[src/hw/diag_monitor_consts.svh]
// Purpose: offsets, field layouts and reset values for the diagnostic readout
// Assumes: byte addresses on the 2-wire target, lower page and upper page 00h
// Notes: definitions only
`ifndef DIAG_MONITOR_CONSTS_SVH
`define DIAG_MONITOR_CONSTS_SVH

// 7-bit target address on the 2-wire bus
`define DEV_ADDR 7'h50

// field base addresses, most significant byte first
`define OFF_TEMP 8'h16
`define OFF_VOLT 8'h1A
`define OFF_RX1 8'h22
`define OFF_RX2 8'h24
`define OFF_RX3 8'h26
`define OFF_RX4 8'h28
`define OFF_BIAS1 8'h2A
`define OFF_BIAS2 8'h2C
`define OFF_BIAS3 8'h2E
`define OFF_BIAS4 8'h30

// receive power kind flag, byte 220 of upper page 00h
`define OFF_PWR_KIND 8'hDC
`define BIT_PWR_KIND 3

// low bits forced to zero, below converter resolution
`define ZERO_MASK_TEMP 16'h0000
`define ZERO_MASK_VOLT 16'h0000
`define ZERO_MASK_RX 16'h0000
`define ZERO_MASK_BIAS 16'h0000

`define FIELD_RESET 16'h0000
`define NUM_FIELDS 10
`define BITS_PER_BYTE 4'h8

`endif

[src/hw/diag_monitor_pkg.sv]
// Purpose: shared types of the diagnostic readout
// Assumes: constants live in diag_monitor_consts.svh
// Notes: none
package diag_monitor_pkg;

    typedef logic [3:0][15:0] lane_word_t;

    typedef enum logic [8:0] {
        ST_IDLE      = 9'h001,
        ST_ADDR      = 9'h002,
        ST_ADDR_ACK  = 9'h004,
        ST_PTR       = 9'h008,
        ST_PTR_ACK   = 9'h010,
        ST_WDATA     = 9'h020,
        ST_WDATA_ACK = 9'h040,
        ST_RDATA     = 9'h080,
        ST_RDATA_ACK = 9'h100
    } tgt_state_t;

endpackage : diag_monitor_pkg

[src/hw/diag_field_if.sv]
// Purpose: carries one measurement field between readout and its holder
// Assumes: single clock domain
// Notes: no clocking block
`timescale 1ns/1ns
interface diag_field_if;
    logic [15:0] meas;
    logic strobe;
    logic lock;
    logic [15:0] value;

    modport holder (input meas, input strobe, input lock, output value);
    modport reader (output meas, output strobe, output lock, input value);
endinterface : diag_field_if

[src/hw/diag_field_hold.sv]
// Purpose: holds one 16-bit diagnostic field with deferred update
// Assumes: lock is high while the host is fetching this field
// Notes: one new sample pending at most; a newer one overwrites it
`timescale 1ns/1ns
`include "diag_monitor_consts.svh"
module diag_field_hold #(
    parameter logic [15:0] LOW_MASK = 16'h0000
) (
    input wire logic clk_sys_in,    // system clock
    input wire logic rst_in,        // async reset, active high
    diag_field_if.holder bus        // sample in, held value out
);
    logic [15:0] value_ff;
    logic pend_ff;
    logic [15:0] pend_val_ff;
    logic [15:0] nxt_sample;

    // converter noise below resolution is never shown
    assign nxt_sample = bus.meas & ~LOW_MASK;
    assign bus.value = value_ff;

    // whole word replaced in one edge, never byte by byte
    always_ff @(posedge clk_sys_in or posedge rst_in) begin
        if (rst_in) begin
            value_ff <= `FIELD_RESET;
        end else if (!bus.lock) begin
            if (bus.strobe) begin
                value_ff <= nxt_sample;
            end else if (pend_ff) begin
                value_ff <= pend_val_ff;
            end
        end
    end

    always_ff @(posedge clk_sys_in or posedge rst_in) begin
        if (rst_in) begin
            pend_ff <= 1'b0;
            pend_val_ff <= `FIELD_RESET;
        end else if (bus.lock) begin
            if (bus.strobe) begin
                pend_ff <= 1'b1;
                pend_val_ff <= nxt_sample;
            end
        end else begin
            pend_ff <= 1'b0;
        end
    end
endmodule : diag_field_hold

[src/hw/diag_monitor_readout.sv]
// Purpose: 2-wire target presenting module and lane diagnostics read-only
// Assumes: scl and sda inputs synchronous to clk_sys_in and slow against it
// Notes: read-only target, host writes acked and dropped
// Behaviour
// - fields are 16 bits, high byte first
// - bits below converter resolution read zero
// - field updates are atomic, never half written
// - field frozen while the host fetches it
// - temperature signed, 1/256 degree per count
// - supply voltage unsigned, 100 uV per count
// - transmit bias unsigned, 2 uA per count
// - receive power unsigned, 0.1 uW per count
// - power kind flag at byte 220 bit 3
// - thresholds share the measurement encoding exactly
// - receive power lanes 1-4 at 34..41
// - transmit bias lanes 1-4 at 42..49
`timescale 1ns/1ns
`include "diag_monitor_consts.svh"
module diag_monitor_readout (
    input wire logic clk_sys_in,                      // system clock, 125 MHz
    input wire logic rst_in,                          // async reset, active high
    input wire logic scl_in,                          // 2-wire clock from host
    input wire logic sda_in,                          // 2-wire data level
    output logic sda_out,                             // data drive value, always low
    output logic sda_oe_n_out,                        // low while pulling data low
    input wire logic meas_strobe_in,                  // one-cycle pulse, new samples
    input wire logic [15:0] temp_meas_in,             // module temperature sample
    input wire logic [15:0] volt_meas_in,             // supply voltage sample
    input wire diag_monitor_pkg::lane_word_t rx_meas_in,   // receive power, lanes 1-4
    input wire diag_monitor_pkg::lane_word_t bias_meas_in, // transmit bias, lanes 1-4
    input wire logic pwr_kind_amp_in                  // 1: modulation amplitude
);
    import diag_monitor_pkg::*;

    localparam logic [7:0] BASE [`NUM_FIELDS] = '{
        `OFF_TEMP, `OFF_VOLT, `OFF_RX1, `OFF_RX2, `OFF_RX3, `OFF_RX4,
        `OFF_BIAS1, `OFF_BIAS2, `OFF_BIAS3, `OFF_BIAS4};
    localparam logic [15:0] MASK [`NUM_FIELDS] = '{
        `ZERO_MASK_TEMP, `ZERO_MASK_VOLT, `ZERO_MASK_RX, `ZERO_MASK_RX,
        `ZERO_MASK_RX, `ZERO_MASK_RX, `ZERO_MASK_BIAS, `ZERO_MASK_BIAS,
        `ZERO_MASK_BIAS, `ZERO_MASK_BIAS};

    tgt_state_t state_ff;
    logic scl_q_ff;
    logic sda_q_ff;
    logic [3:0] bit_cnt_ff;
    logic [7:0] rx_shift_ff;
    logic [7:0] tx_shift_ff;
    logic [7:0] ptr_ff;
    logic rw_ff;
    logic ack_ff;
    logic drive_ff;
    logic [`NUM_FIELDS-1:0] lock_ff;
    logic [15:0] meas_w [`NUM_FIELDS];
    logic [15:0] val_w [`NUM_FIELDS];
    logic [7:0] rd_byte;
    logic scl_rise;
    logic scl_fall;
    logic start_seen;
    logic stop_seen;
    logic byte_load;
    logic addr_match;

    assign scl_rise = scl_in & ~scl_q_ff;
    assign scl_fall = ~scl_in & scl_q_ff;
    assign start_seen = scl_in & scl_q_ff & sda_q_ff & ~sda_in;
    assign stop_seen = scl_in & scl_q_ff & ~sda_q_ff & sda_in;
    assign addr_match = rx_shift_ff[7:1] == `DEV_ADDR;
    assign byte_load = scl_fall && ((state_ff == ST_ADDR_ACK && rw_ff) ||
                                    (state_ff == ST_RDATA_ACK && ack_ff));

    // open drain: only ever pull low
    assign sda_out = 1'b0;
    assign sda_oe_n_out = ~drive_ff;

    // raw codes pass unchanged; alarm thresholds elsewhere use this same scaling
    always_comb begin
        meas_w[0] = temp_meas_in;
        meas_w[1] = volt_meas_in;
        for (int k = 0; k < 4; k++) begin
            meas_w[2+k] = rx_meas_in[k];
            meas_w[6+k] = bias_meas_in[k];
        end
    end

    for (genvar i = 0; i < `NUM_FIELDS; i++) begin : g_fld
        diag_field_if fld ();
        assign fld.meas = meas_w[i];
        assign fld.strobe = meas_strobe_in;
        // lock also on the load edge itself, else a sample there tears the word
        assign fld.lock = lock_ff[i] || (byte_load && ptr_ff == BASE[i]);
        assign val_w[i] = fld.value;
        diag_field_hold #(.LOW_MASK(MASK[i])) u_hold (
            .clk_sys_in(clk_sys_in),
            .rst_in(rst_in),
            .bus(fld)
        );
    end

    // anything not decoded reads zero
    always_comb begin
        rd_byte = 8'h00;
        for (int i = 0; i < `NUM_FIELDS; i++) begin
            if (ptr_ff == BASE[i]) begin
                rd_byte = val_w[i][15:8];
            end
            if (ptr_ff == BASE[i] + 8'h01) begin
                rd_byte = val_w[i][7:0];
            end
        end
        if (ptr_ff == `OFF_PWR_KIND) begin
            rd_byte[`BIT_PWR_KIND] = pwr_kind_amp_in;
        end
    end

    always_ff @(posedge clk_sys_in or posedge rst_in) begin
        if (rst_in) begin
            scl_q_ff <= 1'b1;
            sda_q_ff <= 1'b1;
        end else begin
            scl_q_ff <= scl_in;
            sda_q_ff <= sda_in;
        end
    end

    // bus protocol; start or stop override any state
    always_ff @(posedge clk_sys_in or posedge rst_in) begin
        if (rst_in) begin
            state_ff <= ST_IDLE;
            bit_cnt_ff <= 4'h0;
            rx_shift_ff <= 8'h00;
            tx_shift_ff <= 8'h00;
            rw_ff <= 1'b0;
            ack_ff <= 1'b0;
            drive_ff <= 1'b0;
        end else if (start_seen) begin
            state_ff <= ST_ADDR;
            bit_cnt_ff <= 4'h0;
            drive_ff <= 1'b0;
        end else if (stop_seen) begin
            state_ff <= ST_IDLE;
            drive_ff <= 1'b0;
        end else if (scl_rise) begin
            unique case (state_ff)
                ST_ADDR, ST_PTR, ST_WDATA: begin
                    rx_shift_ff <= {rx_shift_ff[6:0], sda_in};
                    bit_cnt_ff <= bit_cnt_ff + 4'h1;
                end
                ST_RDATA_ACK: begin
                    ack_ff <= ~sda_in;
                end
                ST_IDLE, ST_ADDR_ACK, ST_PTR_ACK, ST_WDATA_ACK, ST_RDATA: begin
                end
            endcase
        end else if (scl_fall) begin
            unique case (state_ff)
                ST_IDLE: begin
                end
                ST_ADDR: begin
                    if (bit_cnt_ff == `BITS_PER_BYTE) begin
                        if (addr_match) begin
                            state_ff <= ST_ADDR_ACK;
                            rw_ff <= rx_shift_ff[0];
                            drive_ff <= 1'b1;
                        end else begin
                            state_ff <= ST_IDLE;
                        end
                    end
                end
                ST_PTR, ST_WDATA: begin
                    if (bit_cnt_ff == `BITS_PER_BYTE) begin
                        state_ff <= (state_ff == ST_PTR) ? ST_PTR_ACK : ST_WDATA_ACK;
                        drive_ff <= 1'b1;
                    end
                end
                ST_ADDR_ACK, ST_RDATA_ACK: begin
                    if (byte_load) begin
                        state_ff <= ST_RDATA;
                        tx_shift_ff <= rd_byte;
                        drive_ff <= ~rd_byte[7];
                        bit_cnt_ff <= 4'h1;
                    end else if (state_ff == ST_ADDR_ACK) begin
                        state_ff <= ST_PTR;
                        bit_cnt_ff <= 4'h0;
                        drive_ff <= 1'b0;
                    end else begin
                        // host said no more: wait for stop
                        state_ff <= ST_IDLE;
                        drive_ff <= 1'b0;
                    end
                end
                ST_PTR_ACK, ST_WDATA_ACK: begin
                    state_ff <= ST_WDATA;
                    bit_cnt_ff <= 4'h0;
                    drive_ff <= 1'b0;
                end
                ST_RDATA: begin
                    if (bit_cnt_ff == `BITS_PER_BYTE) begin
                        state_ff <= ST_RDATA_ACK;
                        drive_ff <= 1'b0;
                    end else begin
                        tx_shift_ff <= {tx_shift_ff[6:0], 1'b0};
                        drive_ff <= ~tx_shift_ff[6];
                        bit_cnt_ff <= bit_cnt_ff + 4'h1;
                    end
                end
            endcase
        end
    end

    // data bytes written by the host are acknowledged and dropped
    always_ff @(posedge clk_sys_in or posedge rst_in) begin
        if (rst_in) begin
            ptr_ff <= 8'h00;
        end else if (scl_fall && state_ff == ST_PTR && bit_cnt_ff == `BITS_PER_BYTE) begin
            ptr_ff <= rx_shift_ff;
        end else if (scl_fall && state_ff == ST_WDATA && bit_cnt_ff == `BITS_PER_BYTE) begin
            ptr_ff <= ptr_ff + 8'h01;
        end else if (byte_load) begin
            ptr_ff <= ptr_ff + 8'h01;
        end
    end

    // freeze a field from its high byte until a byte other than its low byte loads, or the frame end
    always_ff @(posedge clk_sys_in or posedge rst_in) begin
        if (rst_in) begin
            lock_ff <= '0;
        end else if (start_seen || stop_seen) begin
            lock_ff <= '0;
        end else if (byte_load) begin
            for (int i = 0; i < `NUM_FIELDS; i++) begin
                if (ptr_ff == BASE[i]) begin
                    lock_ff[i] <= 1'b1;
                end else if (ptr_ff != BASE[i] + 8'h01) begin
                    lock_ff[i] <= 1'b0;
                end
            end
        end
    end
endmodule : diag_monitor_readout

[config.mk]
export PLATFORM = sky130hd
export DESIGN_NAME = diag_monitor_readout
export DESIGN_NICKNAME = d
export VERILOG_FILES = /design/src/hw/diag_monitor_pkg.sv /design/src/hw/diag_field_if.sv /design/src/hw/diag_field_hold.sv /design/src/hw/diag_monitor_readout.sv
export VERILOG_INCLUDE_DIRS = /design/src /design/src/hw
export SDC_FILE = /design/constraint.sdc
export NUM_CORES = 1
export LEC_CHECK = 0
export BUFFER_PORTS_ARGS = -buffer_cell sky130_fd_sc_hd__buf_2
export CAP_MARGIN = 20
export CELL_PAD_IN_SITES_DETAIL_PLACEMENT = 1
export CELL_PAD_IN_SITES_GLOBAL_PLACEMENT = 1
export CORE_AREA = 2 2 225 227
export CTS_CLUSTER_DIAMETER = 30
export DETAILED_ROUTE_END_ITERATION = 8
export DIE_AREA = 0 0 227 229
export GPL_ROUTABILITY_DRIVEN = 0
export PLACE_DENSITY = 0.74
export SYNTH_ARGS = -nofsm -noshare
export SYNTH_HDL_FRONTEND = slang
export SYNTH_SLANG_ARGS = --single-unit
export TNS_END_PERCENT = 30
[constraint.sdc]
create_clock -name clk_sys_in -period 21.9 [get_ports clk_sys_in]
set_input_delay 5.475 -clock clk_sys_in [delete_from_list [all_inputs] [get_ports clk_sys_in]]
set_output_delay 5.475 -clock clk_sys_in [all_outputs]
set_load 0.05 [all_outputs]
-- Word level (Yosys, flattened, before mapping)
Index checks and enable logic that the tools add are counted.
- reductions and logical operators: 97
- add/subtract/negate cells: 2
- muxes and demuxes: 111
- bitwise gates (word level): 27
- eq/ne operators: 62
- operators by type and width (operator ; count):
    $mux 16 ; 20
    $mux 8 ; 24
    $eq 8x6->1 const B ; 16
    $ne 8x6->1 const B ; 8
    $mux 9 ; 7
    $reduce_and 2->1 ; 30
    $pmux 9 s5 ; 1
    $mux 1 ; 41
    $reduce_bool 3->1 ; 13
    $mux 4 ; 9
    $eq 8x5->1 const B ; 4
    $ne 2x2->1 const B ; 13
    $reduce_bool 2->1 ; 12
    $mux 7 ; 3
    $mux 10 ; 2
    $ne 4x4->1 const B ; 5
    $not 1->1 ; 20
    $reduce_and 6->1 ; 3
    $logic_and 1x1->1 ; 17
    $ne 8x5->1 const B ; 2
    $pmux 7 s2 ; 1
    $reduce_and 7->1 ; 2
    $logic_or 1x1->1 ; 12
    $pmux 4 s3 ; 1
    other kinds (23) ; 33
- flip-flop bits (word level): 381
- output and inout bits: 2
- word-level logic and storage cells: 349
- input port bits: 166

-- Longest topological paths before layout
- depth after elaboration: 28
- depth in mapped cells: 11
- gate-level depth less buffers: 9

-- By module
From an unflattened synthesis, not the netlist that was laid out.
- cell total of the unflattened synthesis: 1901
- area, all modules: 19731.4 um2
- modules (own cells, without submodules) (module ; area each (um2) ; times used ; seq. area each (um2) ; cells an instance):
    diag_field_hold ; 1473.9 ; 10 ; 825.8 ; 123
    diag_monitor_readout ; 4992.3 ; 1 ; 1280.0 ; 671

-- Least setup slack after synthesis
Ideal clock, no wire load.
- path kind: input-to-reg
- from: in scl_in
- to: reg g_fld[0].u_hold.pend_val_ff[0]
- path buffers: 2
- stages on the path: 9
- arrival: 7.063 ns
- path slack: 14.712 ns
- data required time: 21.775 ns
- library setup time: 0.125 ns
- path through: inv_1 ha_1 o2111ai_4 nor2_4 a31oi_1 nand2b_1 buf_4 buf_6 mux2_4
- cells in the longest elaborated chain, start to end: 6
- ends and longest elaborated chain (element ; line ; RTL):
    start, declared ; diag_monitor_readout.sv:22 ; input wire logic scl_in,
    $not 1->1 ; diag_monitor_readout.sv:65 ; assign scl_fall = ~scl_in & scl_q_ff;
    $and 1x1->1 ; diag_monitor_readout.sv:65 ;
    $logic_and 1x1->1 ; diag_monitor_readout.sv:69 ; assign byte_load = scl_fall && ((state_ff == ST_ADDR_ACK && rw_ff) ||
    $logic_and 1x1->1 ; diag_monitor_readout.sv:91 ; assign fld.lock = lock_ff[i] || (byte_load && ptr_ff == BASE[i]);
    $logic_or 1x1->1 ; diag_monitor_readout.sv:91 ;
    $reduce_and 2->1 (no line) ; - ;
    end signal, assigned ; diag_field_hold.sv:38 ; pend_val_ff <= `FIELD_RESET;
    end signal, assigned ; diag_field_hold.sv:42 ; pend_val_ff <= nxt_sample;
    end, declared ; diag_field_hold.sv:15 ; logic [15:0] pend_val_ff;
No other way between the ends.
A chain may end at the register's enable or synchronous reset.

-- Final worst setup path
- from: in meas_strobe_in
- to: reg g_fld[8].u_hold.pend_val_ff[6]
- cells in the longest elaborated chain, start to end: 1
- ends and longest elaborated chain (element ; line ; RTL):
    start, declared ; diag_monitor_readout.sv:26 ; input wire logic meas_strobe_in,
    $reduce_and 2->1 (no line) ; - ;
    end signal, assigned ; diag_field_hold.sv:38 ;
    end signal, assigned ; diag_field_hold.sv:42 ;
    end, declared ; diag_field_hold.sv:15 ;
No other way between the ends.

==> impl_metrics.env <==
export IMPL_status="completed"
export IMPL_cts_root_buf="clkbuf_16"
export IMPL_diodes=0
export IMPL_antenna_found_initial=0
export IMPL_critPathBufInv=3
export IMPL_grt_pass1_wl_mm=92.31
export IMPL_setup_worst_path_end_class="flip-flop"
export IMPL_first_pass_iters=5
export IMPL_synth_common_cells="dfrtp_1, nor2_1, a21oi_1"
export IMPL_htree_levels=3
export IMPL_fin_setup_tns_ps=0
export IMPL_arrival_ps=8790
export IMPL_postCtsSetupRepairBufs=0
export IMPL_fin_crit_sh=0.3799
export IMPL_slew_viol_final=0
export IMPL_tritoncts="yes"
export IMPL_setup_viol=0
export IMPL_syn_inst=1738
export IMPL_setup_worst_path_end="g_fld[8].u_hold.pend_val_ff[6]$_DFFE_PP0P_"
export IMPL_period_minus_slack_ps=8319
export IMPL_ys_warn_count=0
export IMPL_p_leak_uw=0.01105
export IMPL_ctsResizeCount=0
export IMPL_rrSetupSlack_ps=17450
export IMPL_via_per_inst=5.524
export IMPL_synth_seq_cells=381
export IMPL_clockBufferDepth=3
export IMPL_async_reset_ff_frac=1.000
export IMPL_dieArea_mm2=0.05198
export IMPL_synth_cell_types=82
export IMPL_crit_required_ps=22370
export IMPL_crit_start="meas_strobe_in"
export IMPL_cp_max_fo=79
export IMPL_synth_compound_gate_area_share=0.1345
export IMPL_dr_total_vias=14620
export IMPL_cts_sinks=381
export IMPL_ctsHoldBuffers=0
export IMPL_synthAdderAreaFrac=0.007350
export IMPL_synth_most_common_cell="dfrtp_1"
export IMPL_hold_class="flip-flop to flip-flop"
export IMPL_drc=0
export IMPL_cap_violations=0
export IMPL_rows=82
export IMPL_netlist_area_mm2=0.01873
export IMPL_peakVddDrop_mv=0.05937
export IMPL_critPathKind="input pin to flip-flop"
export IMPL_syn_nets=1915
export IMPL_final_nets=2078
export IMPL_slowest_delay_ps=830
export IMPL_grt_use_total=0.2277
export IMPL_grt_pass1_vias=16020
export IMPL_synth_top_family_by_area="multiplexers"
export IMPL_dpl_cell_area_mm2=0.02005
export IMPL_io_buffers=166
export IMPL_wl_per_cell_um=21.98
export IMPL_worstMarginPinSlew_ps=1108
export IMPL_synth_area_leaders="dfrtp_1, mux2i_1, mux2_2"
export IMPL_finalWirelength_mm=58.18
export IMPL_rr_endpoint="tx_shift_ff[4]$_DFFE_PP0P_"
export IMPL_numCtsBuffers=89
export IMPL_regArea_mm2=0.009538
export IMPL_top_level_ports=168
export IMPL_powerDensity_mw_per_mm2=97.25
export IMPL_slowest_stage="buf_4"
export IMPL_holdWs_ps=484.0
export IMPL_start_util=0.3771
export IMPL_cts_clk_slew_worst_paths_ps=40
export IMPL_hpwl_mm=38.02
export IMPL_yosysSeqAreaShare=0.5094
export IMPL_die_w_um=227
export IMPL_fin_area_mm2=0.02333
export IMPL_relSlewSlack=0.2601
export IMPL_synth_largest_area_cell="dfrtp_1"
export IMPL_synthSimpleGateAreaFrac=0.1193
export IMPL_fill_cells=5375
export IMPL_drive_gt1_frac=0.2663
export IMPL_grt_setup_unrepaired="false"
export IMPL_muxShareOfSynthArea=0.1959
export IMPL_multi_input_area_mm2=0.008627
export IMPL_drtAntennaViolNets=0
export IMPL_path_common_cell="buf_4"
export IMPL_cp_depth=5
export IMPL_fin_skew_ps=27.25
export IMPL_syn_avg_cell_area_um2=10.77
export IMPL_max_freq_mhz=120.2
export IMPL_clock_latency_ps=620
export IMPL_die_h_um=229
export IMPL_crit_family="buffers and inverters"
export IMPL_grt_start_max_net_pins=107
export IMPL_synth_xor_area_share=0.001871
export IMPL_worst_setup_path_start_kind="input pin"
export IMPL_synth_flop_cell="dfrtp_1"
export IMPL_critical_path_cell_chain="buf_8, buf_4, buf_4, nand2_2, mux2_1"
export IMPL_area_growth_pct=24.62
export IMPL_drt_initial_drc_count=1016
export IMPL_worst_r2r_cell_count=10
export IMPL_synth_edf_count=0
export IMPL_crit_reg2reg_launch="ptr_ff[0]$_DFFE_PP0P_"
export IMPL_core_area_mm2=0.04966
export IMPL_overflow=0
export IMPL_synth_top_area_frac=0.5051
export IMPL_finalHoldViolations=0
-- cell type report --
class,instances,area share
Sequential cell,381,0.4087
Multi-Input combinational cell,1223,0.3697
Clock buffer,121,0.1089
Timing Repair Buffer,188,0.04788
Tap cell,672,0.03603
Clock inverter,44,0.02552
Inverter,18,0.003217
-- state kept, by name, indices dropped and copies added (netlist names), 4 cells and up --
signal                    cells
ptr_ff                        8
lock_ff                      10
g_fld.u_hold.pend_ff         10
state_ff                      9
g_fld.u_hold.pend_val_ff    160
rx_shift_ff                   8
bit_cnt_ff                    4
g_fld.u_hold.bus.value      160
tx_shift_ff                   7
-- metrics by stage --
step / instances / worst slack, ps / power, µW / util
2_1_floorplan: 1738 / 5844 / 835.9 / -
4_1_cts: 2638 / 13620 / 2287 / 0.4669
6_report: 2647 / 13580 / 2269 / 0.4699
3_3_place_gp: 2470 / 13110 / 884.2 / 0.4027
5_1_grt: 2647 / 13300 / 2345 / 0.4699
3_5_place_dp: 2473 / 13010 / 890.9 / 0.4038
-- kinds of logic (layout without fill, tap and decap cells) --
logic type               after synthesis  in the layout
multiplexers                         334            334
adder cells (fa/ha/maj)               11             11
other                                  1              1
AND/OR/NAND/NOR                      460            460
buffers and inverters                134            371
AO/OA/AOI/OAI                        413            413
flip-flops                           381            381
XOR/XNOR                               4              4
-- layout by cell type, fill, tap and decap left out, drive strengths merged, types with 10 or more instances in the layout --
cell type  instances
dfrtp            378
buf              188
o22ai             18
mux2i            164
and3              14
a221oi            16
nor2b             19
nand2             75
mux2             170
a21oi            208
nor2             227
bufinv            12
nand3             31
o21ai             62
nor3b             10
nand4             13
clkinv            21
clkbuf           121
inv               27
nand2b            22
ha                11
a22oi             14
nor3              19
-- worst min path at each step --
| stage | slack, ps | startpoint | cells after the start | to |
|---|---|---|---|---|
| 2_1_floorplan | 450 | g_fld[0].u_hold.pend_ff$_DFFE_PP0P_ | 2 | g_fld[0].u_hold.pend_ff$_DFFE_PP0P_ |
| 3_3_place_gp | 470 | g_fld[2].u_hold.pend_val_ff[15]$_DFFE_PP0P_ | 1 | g_fld[2].u_hold.pend_val_ff[15]$_DFFE_PP0P_ |
| 3_5_place_dp | 480 | g_fld[2].u_hold.pend_val_ff[7]$_DFFE_PP0P_ | 1 | g_fld[2].u_hold.pend_val_ff[7]$_DFFE_PP0P_ |
| 4_1_cts | 490 | g_fld[2].u_hold.pend_val_ff[7]$_DFFE_PP0P_ | 1 | g_fld[2].u_hold.pend_val_ff[7]$_DFFE_PP0P_ |
| 5_1_grt | 500 | g_fld[2].u_hold.pend_val_ff[7]$_DFFE_PP0P_ | 1 | g_fld[2].u_hold.pend_val_ff[7]$_DFFE_PP0P_ |
| 6_report | 480 | g_fld[2].u_hold.pend_val_ff[7]$_DFFE_PP0P_ | 1 | g_fld[2].u_hold.pend_val_ff[7]$_DFFE_PP0P_ |
-- power by group --
part	internal (µW)	switching (µW)	total (µW)
Sequential	736	27.2	764
Clock	953	430	1380
Combinational	46.1	76.7	123
-- metal layers --
| layer | up-vias | share of wire | GRT usage |
|---|---|---|---|
| li1 | 6635 | - | - |
| met1 | 7493 | 0.44 | 0.3022 |
| met2 | 390 | 0.48 | 0.3713 |
| met3 | 104 | 0.046 | 0.04067 |
| met4 | 0 | 0.028 | 0.08476 |
| met5 | - | 0 | 0 |
(Power assumes the default switching activity.)
